==> config.mk <==
export PLATFORM = sky130hd
export DESIGN_NAME = dhps_sequencer
export DESIGN_NICKNAME = d
export VERILOG_FILES = /design/src/logic/dhps_pkg.sv /design/src/logic/dhps_fifo.sv /design/src/logic/dhps_sequencer.sv
export VERILOG_INCLUDE_DIRS = /design/src /design/src/logic
export SDC_FILE = /design/constraint.sdc
export NUM_CORES = 1
export LEC_CHECK = 0
export BUFFER_PORTS_ARGS = -buffer_cell sky130_fd_sc_hd__buf_2
export CORE_MARGIN = 4
export CORE_UTILIZATION = 35
export DETAILED_ROUTE_END_ITERATION = 12
export PLACE_DENSITY_LB_ADDON = 0.05
export SLEW_MARGIN = 20
export SYNTH_ARGS = -nofsm -noshare
export SYNTH_HDL_FRONTEND = slang
export SYNTH_SLANG_ARGS = --single-unit
==> constraint.sdc <==
create_clock -name ref_clk -period 5.5 [get_ports ref_clk]
set_clock_uncertainty 0.15 [all_clocks]
set_input_delay 0.55 -clock ref_clk [delete_from_list [all_inputs] [get_ports ref_clk]]
set_output_delay 0.55 -clock ref_clk [all_outputs]
set_load 0.05 [all_outputs]
==> src/logic/dhps_defs.svh <==
// constants of the host port sequencer: selects, phase counts, reset values
`ifndef DHPS_DEFS_SVH
`define DHPS_DEFS_SVH

`define DHPS_SEL_CONTROL 2'h0
`define DHPS_SEL_DATA_INC 2'h2
`define DHPS_SEL_DATA_NOINC 2'h3
`define DHPS_BE_ALL_ACTIVE 4'h0
`define DHPS_LANES_OFF 2'h3
`define DHPS_LAST_PHASE_PAIR 2'h1
`define DHPS_LAST_PHASE_QUAD 2'h3
`define DHPS_FIFO_DEPTH 32
`define DHPS_REQ_WIDTH 40
// idle pins: selects high, read, both targets off, strobe high, lanes off, bus released
`define DHPS_PINS_RESET 26'h3f7_0000
`define DHPS_RDATA_RESET 32'h0000_0000

`endif

==> src/logic/dhps_pkg.sv <==
// types shared by the host port sequencer, its checks, its target model and its bench
package dhps_pkg;

  typedef enum logic [2:0] {
    ST_IDLE,
    ST_SETUP,
    ST_STROBE,
    ST_RELEASE,
    ST_DONE
  } dhps_state_type;

  typedef struct packed {
    logic isWrite;
    logic targetTwo;
    logic [1:0] accessSel;
    logic [3:0] byteEnN;
    logic [31:0] data;
  } dhps_req_type;

  typedef struct packed {
    logic accessSelectHi;
    logic accessSelectLo;
    logic readNotWrite;
    logic targetSelectOneN;
    logic targetSelectTwoN;
    logic transferStrobeN;
    logic halfWordMarker;
    logic laneEnableHighN;
    logic laneEnableLowN;
    logic portDataOeN;
    logic [15:0] portDataOut;
  } dhps_pins_type;

  typedef struct packed {
    logic isWrite;
    logic laneError;
    logic [31:0] data;
  } dhps_rsp_type;

  typedef struct packed {
    dhps_state_type state;
    logic [1:0] phase;
    logic [1:0] lastPhase;
    logic wide;
    logic wordOrder;
    logic [3:0] lanesN;
    dhps_req_type req;
    logic [31:0] rdData;
    dhps_pins_type pins;
    logic rspValid;
    dhps_rsp_type rsp;
  } dhps_seq_state_type;

endpackage : dhps_pkg

==> src/logic/dhps_fifo.sv <==
// request queue with registered ready and occupancy count
`timescale 1ns/100ps
`include "dhps_defs.svh"

module dhps_fifo #(
  parameter int WIDTH = `DHPS_REQ_WIDTH,
  parameter int DEPTH = `DHPS_FIFO_DEPTH
) (
  input wire logic clk,
  input wire logic rstN,
  input wire logic inValid,
  output logic inReady,
  input wire logic [WIDTH-1:0] inData,
  output logic outValid,
  input wire logic outReady,
  output logic [WIDTH-1:0] outData
);
  // depth must be a power of two so the pointers wrap by themselves
  localparam int AW = $clog2(DEPTH);

  typedef struct packed {
    logic [AW-1:0] wrPtr;
    logic [AW-1:0] rdPtr;
    logic [AW:0] count;
    logic inReady;
  } dhps_fifo_state_type;

  dhps_fifo_state_type s_q;
  dhps_fifo_state_type s_d;
  logic [WIDTH-1:0] mem [DEPTH];
  logic push;
  logic pop;

  assign push = inValid && s_q.inReady;
  assign pop = outValid && outReady;
  assign inReady = s_q.inReady;
  assign outValid = (s_q.count != '0);
  assign outData = mem[s_q.rdPtr];

  always_comb begin
    s_d = s_q;
    if (push) begin
      s_d.wrPtr = s_q.wrPtr + 1'b1;
    end
    if (pop) begin
      s_d.rdPtr = s_q.rdPtr + 1'b1;
    end
    s_d.count = s_q.count + (AW+1)'(push) - (AW+1)'(pop);
    s_d.inReady = (s_d.count < (AW+1)'(DEPTH));
  end

  always_ff @(posedge clk or negedge rstN) begin
    if (!rstN) begin
      s_q <= '{wrPtr: '0, rdPtr: '0, count: '0, inReady: 1'b0};
    end else begin
      s_q <= s_d;
    end
  end

  always_ff @(posedge clk) begin
    if (push) begin
      mem[s_q.wrPtr] <= inData;
    end
  end

endmodule : dhps_fifo

==> src/logic/dhps_sequencer.sv <==
// host port sequencer: system requests to byte or half-word serial port phases
//
// How it works
// - every transaction starts from idle pins: targets and strobe deasserted
// - data register access without increment drives both selects high before strobe
// - read/write line high for reads, low for writes, set in setup phase
// - strobe asserts with target select one clock after the setup clock
// - strobe and marker held until target ready is seen; wait cycles inserted
// - read phase: on ready, strobe and marker go high, low data lines captured
// - after last read byte target deselected, data returned least significant first
// - target latches write data at strobe rise; marker raised after first byte
// - narrow doubleword to non-increment address: four phases, increment select from second
// - wide flavour has a single operating mode, no shared or host-only mode
// - wide flavour: exactly two consecutive half-word phases per 32-bit word
// - marker tells first from second half; word order picks which half first
// - full-word half sequence never interrupted once started
// - low lane enable governs low byte of half, high lane enable high byte
// - only single byte, single half or full word lane patterns are driven
// - wide flavour wait comes from ready pin or ready status bit
// - word order bit clear puts most significant part first, set least first
// - wide select 10 is data with increment, 11 data without increment
`timescale 1ns/100ps
`include "dhps_defs.svh"

module dhps_sequencer #(
  parameter int FIFO_DEPTH = `DHPS_FIFO_DEPTH
) (
  input wire logic ref_clk,
  input wire logic rstn,
  input wire logic reqValid,
  output logic reqReady,
  input wire dhps_pkg::dhps_req_type req,
  input wire logic wideFlavour,
  input wire logic wordOrderBit,
  input wire logic targetWaitLine,
  input wire logic targetWaitIndicator,
  input wire logic [15:0] portDataIn,
  output dhps_pkg::dhps_pins_type portPins,
  output logic rspValid,
  output dhps_pkg::dhps_rsp_type rsp
);
  import dhps_pkg::*;

  //----------------------------------------------------------------
  // reset release
  //----------------------------------------------------------------
  logic rstnMeta_q;
  logic rstnSync_q;

  always_ff @(posedge ref_clk or negedge rstn) begin
    if (!rstn) begin
      rstnMeta_q <= 1'b0;
      rstnSync_q <= 1'b0;
    end else begin
      rstnMeta_q <= 1'b1;
      rstnSync_q <= rstnMeta_q;
    end
  end

  //----------------------------------------------------------------
  // request queue
  //----------------------------------------------------------------
  logic fifoValid;
  logic fifoPop;
  dhps_req_type fifoData;

  dhps_fifo #(
    .WIDTH($bits(dhps_req_type)),
    .DEPTH(FIFO_DEPTH)
  ) u_fifo (
    .clk(ref_clk),
    .rstN(rstnSync_q),
    .inValid(reqValid),
    .inReady(reqReady),
    .inData(req),
    .outValid(fifoValid),
    .outReady(fifoPop),
    .outData(fifoData)
  );

  //----------------------------------------------------------------
  // helpers
  //----------------------------------------------------------------
  // a pattern outside the three legal shapes is refused as a whole, so no
  // stray byte of a half-written word lands in target memory
  function automatic logic laneLegal(input logic [3:0] beN);
    logic [2:0] active;
    active = 3'(!beN[0]) + 3'(!beN[1]) + 3'(!beN[2]) + 3'(!beN[3]);
    laneLegal = (beN == `DHPS_BE_ALL_ACTIVE) || (active == 3'h1) ||
                (beN == 4'h3) || (beN == 4'hc);
  endfunction : laneLegal

  // bit offset of the byte or half carried by a phase
  function automatic logic [4:0] laneOffset(input logic wide, input logic wob,
                                            input logic [1:0] ph);
    if (wide) begin
      laneOffset = {ph[0] ^ ~wob, 4'h0};
    end else begin
      laneOffset = {ph, 3'h0};
    end
  endfunction : laneOffset

  // pins of a phase whose strobe opens at the next edge
  function automatic dhps_pins_type phasePins(input dhps_pins_type p,
                                              input dhps_seq_state_type s,
                                              input logic [1:0] ph);
    logic [4:0] off;
    dhps_pins_type n;
    off = laneOffset(s.wide, s.wordOrder, ph);
    n = p;
    n.transferStrobeN = 1'b0;
    n.halfWordMarker = ph[0];
    n.portDataOeN = !s.req.isWrite;
    if (s.wide) begin
      n.portDataOut = s.req.data[off +: 16];
    end else begin
      n.portDataOut = {8'h00, s.req.data[off +: 8]};
    end
    n.laneEnableHighN = 1'b1;
    n.laneEnableLowN = 1'b1;
    if (s.wide && s.req.isWrite && s.req.accessSel[1]) begin
      n.laneEnableHighN = s.lanesN[off[4:3] + 2'h1];
      n.laneEnableLowN = s.lanesN[off[4:3]];
    end
    phasePins = n;
  endfunction : phasePins

  // pins of the setup clock: selects and direction lead the strobe by one clock
  function automatic dhps_pins_type setupPins(input dhps_pins_type p,
                                              input dhps_req_type r);
    dhps_pins_type n;
    n = p;
    n.accessSelectHi = r.accessSel[1];
    n.accessSelectLo = r.accessSel[0];
    n.readNotWrite = !r.isWrite;
    setupPins = n;
  endfunction : setupPins

  // exactly one target select goes low and stays low until the last release
  function automatic dhps_pins_type selectTarget(input dhps_pins_type p, input logic two);
    dhps_pins_type n;
    n = p;
    n.targetSelectOneN = two;
    n.targetSelectTwoN = !two;
    selectTarget = n;
  endfunction : selectTarget

  // wide flavour waits on both sources; either can hold the phase open
  function automatic logic readySeen(input logic wide, input logic pin, input logic bitReady);
    if (wide) begin
      readySeen = pin && bitReady;
    end else begin
      readySeen = pin;
    end
  endfunction : readySeen

  // a narrow port moves four bytes only when every byte of the word is enabled
  function automatic logic [1:0] lastPhaseOf(input logic wide, input logic [3:0] beN);
    if (!wide && (beN == `DHPS_BE_ALL_ACTIVE)) begin
      lastPhaseOf = `DHPS_LAST_PHASE_QUAD;
    end else begin
      lastPhaseOf = `DHPS_LAST_PHASE_PAIR;
    end
  endfunction : lastPhaseOf

  // only data writes on the wide port are held to the legal lane shapes
  function automatic logic laneFault(input logic wide, input dhps_req_type r);
    logic dataWrite;
    dataWrite = wide && r.isWrite && r.accessSel[1];
    laneFault = dataWrite && !laneLegal(r.byteEnN);
  endfunction : laneFault

  // the upper half of a narrow doubleword to the fixed data address must land
  // one location up, so the pointer is bumped through the incrementing select
  function automatic logic incSwitch(input dhps_seq_state_type s);
    incSwitch = (s.phase == 2'h0) && (s.lastPhase == `DHPS_LAST_PHASE_QUAD) &&
                (s.req.accessSel == `DHPS_SEL_DATA_NOINC);
  endfunction : incSwitch

  // read data lands at the bit position the phase would have driven
  function automatic logic [31:0] captureRead(input logic [31:0] acc, input logic wide,
                                              input logic [4:0] off, input logic [15:0] bus);
    logic [31:0] r;
    r = acc;
    if (wide) begin
      r[off +: 16] = bus;
    end else begin
      r[off +: 8] = bus[7:0];
    end
    captureRead = r;
  endfunction : captureRead

  //----------------------------------------------------------------
  // sequencer
  //----------------------------------------------------------------
  dhps_seq_state_type s_q;
  dhps_seq_state_type s_d;
  logic targetReady;
  logic [4:0] capOff;

  assign targetReady = readySeen(s_q.wide, targetWaitLine, targetWaitIndicator);
  assign capOff = laneOffset(s_q.wide, s_q.wordOrder, s_q.phase);
  assign fifoPop = (s_q.state == ST_IDLE);

  //----------------------------------------------------------------
  // outputs: straight from the state register
  //----------------------------------------------------------------
  assign portPins = s_q.pins;
  assign rspValid = s_q.rspValid;
  assign rsp = s_q.rsp;

  always_comb begin
    s_d = s_q;
    s_d.rspValid = 1'b0;
    case (s_q.state)
      ST_IDLE: begin
        // pins already idle here: done state restored them
        if (fifoValid) begin
          s_d.req = fifoData;
          s_d.wide = wideFlavour;
          s_d.wordOrder = wordOrderBit;
          s_d.phase = 2'h0;
          s_d.rdData = `DHPS_RDATA_RESET;
          s_d.lanesN = fifoData.byteEnN;
          if (laneFault(wideFlavour, fifoData)) begin
            s_d.lanesN = 4'hf;
          end
          s_d.lastPhase = lastPhaseOf(wideFlavour, fifoData.byteEnN);
          s_d.pins = setupPins(s_q.pins, fifoData);
          s_d.state = ST_SETUP;
        end
      end
      ST_SETUP: begin
        s_d.pins = selectTarget(phasePins(s_q.pins, s_q, 2'h0), s_q.req.targetTwo);
        s_d.state = ST_STROBE;
      end
      ST_STROBE: begin
        if (targetReady) begin
          s_d.pins.transferStrobeN = 1'b1;
          s_d.pins.halfWordMarker = 1'b1;
          if (!s_q.req.isWrite) begin
            s_d.rdData = captureRead(s_q.rdData, s_q.wide, capOff, portDataIn);
          end
          if (incSwitch(s_q)) begin
            s_d.pins.accessSelectHi = 1'b0;
          end
          if (s_q.phase == s_q.lastPhase) begin
            s_d.pins.targetSelectOneN = 1'b1;
            s_d.pins.targetSelectTwoN = 1'b1;
            s_d.state = ST_DONE;
          end else begin
            s_d.state = ST_RELEASE;
          end
        end
      end
      ST_RELEASE: begin
        // write data held through this cycle: the target latches on the rise
        s_d.phase = s_q.phase + 2'h1;
        s_d.pins = phasePins(s_q.pins, s_q, s_q.phase + 2'h1);
        s_d.state = ST_STROBE;
      end
      ST_DONE: begin
        s_d.pins = `DHPS_PINS_RESET;
        s_d.rspValid = 1'b1;
        s_d.rsp.isWrite = s_q.req.isWrite;
        // flag formed here so the last response stays whole until the next one
        s_d.rsp.laneError = laneFault(s_q.wide, s_q.req);
        s_d.rsp.data = s_q.rdData;
        s_d.state = ST_IDLE;
      end
      default: begin
        s_d.pins = `DHPS_PINS_RESET;
        s_d.state = ST_IDLE;
      end
    endcase
  end

  //----------------------------------------------------------------
  // state register
  //----------------------------------------------------------------
  // reset image: idle pins, nothing pending, empty read buffer
  localparam dhps_seq_state_type SEQ_RESET = '{
    state: ST_IDLE,
    phase: 2'h0,
    lastPhase: 2'h0,
    wide: 1'b0,
    wordOrder: 1'b0,
    lanesN: 4'h0,
    req: '0,
    rdData: `DHPS_RDATA_RESET,
    pins: `DHPS_PINS_RESET,
    rspValid: 1'b0,
    rsp: '0
  };

  always_ff @(posedge ref_clk or negedge rstnSync_q) begin
    if (!rstnSync_q) begin
      s_q <= SEQ_RESET;
    end else begin
      s_q <= s_d;
    end
  end

endmodule : dhps_sequencer

==> results.cfg <==
[logic_synthesis]
synth.avg_cell_area_um2 = 20.8
async_flop_share = 0.114
yosysTopAreaCell = edfxtp_1
ys_top_cells_by_area = edfxtp_1 (67%), mux4_2 (15%), dfrtp_1 (6.8%)
yosys_warnings = 0
synth-edff-count = 1280
yosys_register_bits = 1445
synthesis.nets = 2836
seq_area_frac_synth = 0.745
synth-main-ff-cell = edfxtp_1
ys_types = 69
postSynthCellCount = 2743
synth_top_area_frac = 0.673
synth_commonest_cells = edfxtp_1 (1280), mux4_2 (392), dfrtp_1 (156)
yosysMostFrequentCell = edfxtp_1
post_synth_instance_area_um2 = 57100

[power_and_ir_drop]
leakage_nw = 21.6
p_per_area_nw_per_um2 = 521
finalPower_mw = 34.3
irDropWorstVdd_v = 0.000375

[worst_setup_path]
crit_end = s_q[135]$_DFFE_PN0N_
path_max_fanout = 29
r2r_slack_ns = 0.81
arrival_ns = 5.23
endpoint_kind = flop
required_ns = 6.04
r2r-start = u_fifo.s_q[7]$_DFFE_PN0N_
reg2reg_depth = 13
timing.rr.end = s_q[135]$_DFFE_PN0N_
startpoint_type = flop
worst-setup-path-type = flop to flop
crit_path_start = u_fifo.s_q[7]$_DFFE_PN0N_

[placement]
dp_cells = 4897
place.gp.congestion = 0.753
io_buffers = 124
placed_area_um2 = 60500
hpwl_um = 85600

[drt]
routed_wl_um = 163000
drt_iter0_markers = 2163
antenna_left = 0
wl_per_cell_um = 31.2
via_count = 27800
dr.pass1.iters = 6
post-route-drc-count = 0
vias_per_cell = 5.33

[clock_tree]
post-cts-setup-buffer-count = 0
numCtsBuffers = 162
ctsHtreeMaxLevel = 4
cts_hold_buf = 18
clock_path_buffers = 3
clock_latency_ns = 0.79
cts_sinks = 1445
clk_pin_slew_worst_paths_ns = 0.06
cts_resized = 0
cts_tree = yes
cts_root_buf = clkbuf_16

[finish]
final_area_um2 = 65900
drive_gt1_frac = 0.306
final_nets = 3012
finalNonFillerCells = 5214
syn_to_final_growth_pct = 15.3

[global_route]
grt_pass1_vias = 29300
grt_max_degree = 127
grt.overflow.total = 0
track_usage = 0.193
grt_pass1_wl_um = 229000
grt_antenna_before_repair = 11

[timing]
period_needed_ns = 4.69
tns_ns = 0
relSlewSlack = 0.311
drv_slew = 0
report.final.setup_viol = 0
rsz0062_at_grt = no
min_period_over_period = 0.853
whs_ns = 0.0780
worst_pin_slew_ns = 1.03
clock.fmax_mhz = 213
final_hold_viol_count = 0

[floorplanning]
ioPinCount = 125
dieArea_um2 = 170000
core_area_um2 = 161000
rows = 147
die_h_um = 412
start_util = 0.354
die_x_um = 412

[run]
drv_cap = 0

[outcome]
status = finished clean

[worst_hold_path]
min-delay-path-class = input port to flop
-- layout make-up --
type	count	area, µm²
Clock inverter	65	544
Fill cell	14300	95400
Clock buffer	231	4570
Tap cell	2160	2700
Inverter	47	181
Antenna cell	3	7.51
Timing Repair Buffer	215	1750
Sequential cell	1445	42600
Multi-Input combinational cell	1048	13500
-- flip-flops by register name, summed over array words and instances, names as in the netlist --
name and flops:
u_fifo.mem 1280, s_q 85, rsp 34, portPins 26, u_fifo.s_q 16, rspValid 1, rstnMeta_q 1, rstnSync_q 1
u_fifo.inReady 1
-- kinds of logic after synthesis --
group | Yosys count | synth area share
flops | 1445 | 0.745
mux | 517 | 0.178
simple gates | 280 | 0.0220
buf+inv | 250 | 0.0229
compound gates | 206 | 0.0221
fa+ha+maj | 30 | 0.00697
xor+xnor | 14 | 0.00215
other cells | 1 | 0.0000657
-- power by group --
part           leakage [nW]  switching (mW)  internal, mW
combinational          5.42            5.82          4.47
sequential             13.6           0.804          12.8
clock                  2.51            4.32          6.06
-- critical path: stages (launching register included) --
cell	delay (ns)
dfrtp_4	0.79
mux4_2	0.57
mux4_2	0.49
mux2i_1	0.48
inv_1	0.18
fa_1	0.58
inv_1	0.05
ha_1	0.17
ha_1	0.28
nor2_1	0.05
nand2_1	0.06
nand2_1	0.05
a2111o_2	0.49
o221ai_2	0.17
-- placed cells by master (no fill, tap or decap), types with 6 or more instances in the layout --
master         instances
mux4_2               392
inv_1                 45
clkinv_1              21
nor2_4                32
buf_2                124
buf_12                32
o21ai_0               95
xnor2_1               12
edfxtp_1            1280
dfrtp_1              151
inv_6                  6
a22oi_1               21
clkinv_2              25
dlygate4sd3_1         18
nand4_1                6
o22ai_1               11
bufinv_16              6
dfstp_2                9
nand2_1              120
clkbuf_1              48
nor3_1                 6
clkbuf_16            166
mux2i_1               76
mux2_2                46
ha_1                  27
buf_4                 41
nand3_1               29
nor2_1                42
clkbuf_8              17
a21o_1                11
a21oi_1               29
-- metal layers --
metal  GRT usage  vias up  part of all wire
met5           0        -           0.00047
met3      0.0306      213             0.038
met4      0.0437       12             0.018
met1       0.265    15400              0.45
met2       0.325      580              0.50
li1            -    11600                 -
-- through the flow --
| step | utilization | setup slack, ns |
|---|---|---|
| floorplan | - | 0.428 |
| global placement | 0.375 | 0.733 |
| detailed placement | 0.375 | 0.780 |
| CTS | 0.408 | 0.767 |
| global route | 0.408 | 0.568 |
| finish | 0.408 | 0.809 |
-- how the worst min path moves through the flow --
stage                         startpoint                    to  slack, ns  depth (start not counted)
after detailed placement            rstn  rstnMeta_q$_DFF_PN0_       0.19                          1
after global placement              rstn  rstnMeta_q$_DFF_PN0_       0.19                          1
final                     portDataIn[11]   s_q[72]$_DFFE_PN0P_       0.08                          3
after CTS                 portDataIn[11]   s_q[72]$_DFFE_PN0P_      0.004                          3
after global routing      portDataIn[10]   s_q[71]$_DFFE_PN0P_       0.06                          3
after floorplan                     rstn  rstnMeta_q$_DFF_PN0_       0.10                          0
No activity file was read; power rests on OpenSTA's default activity.
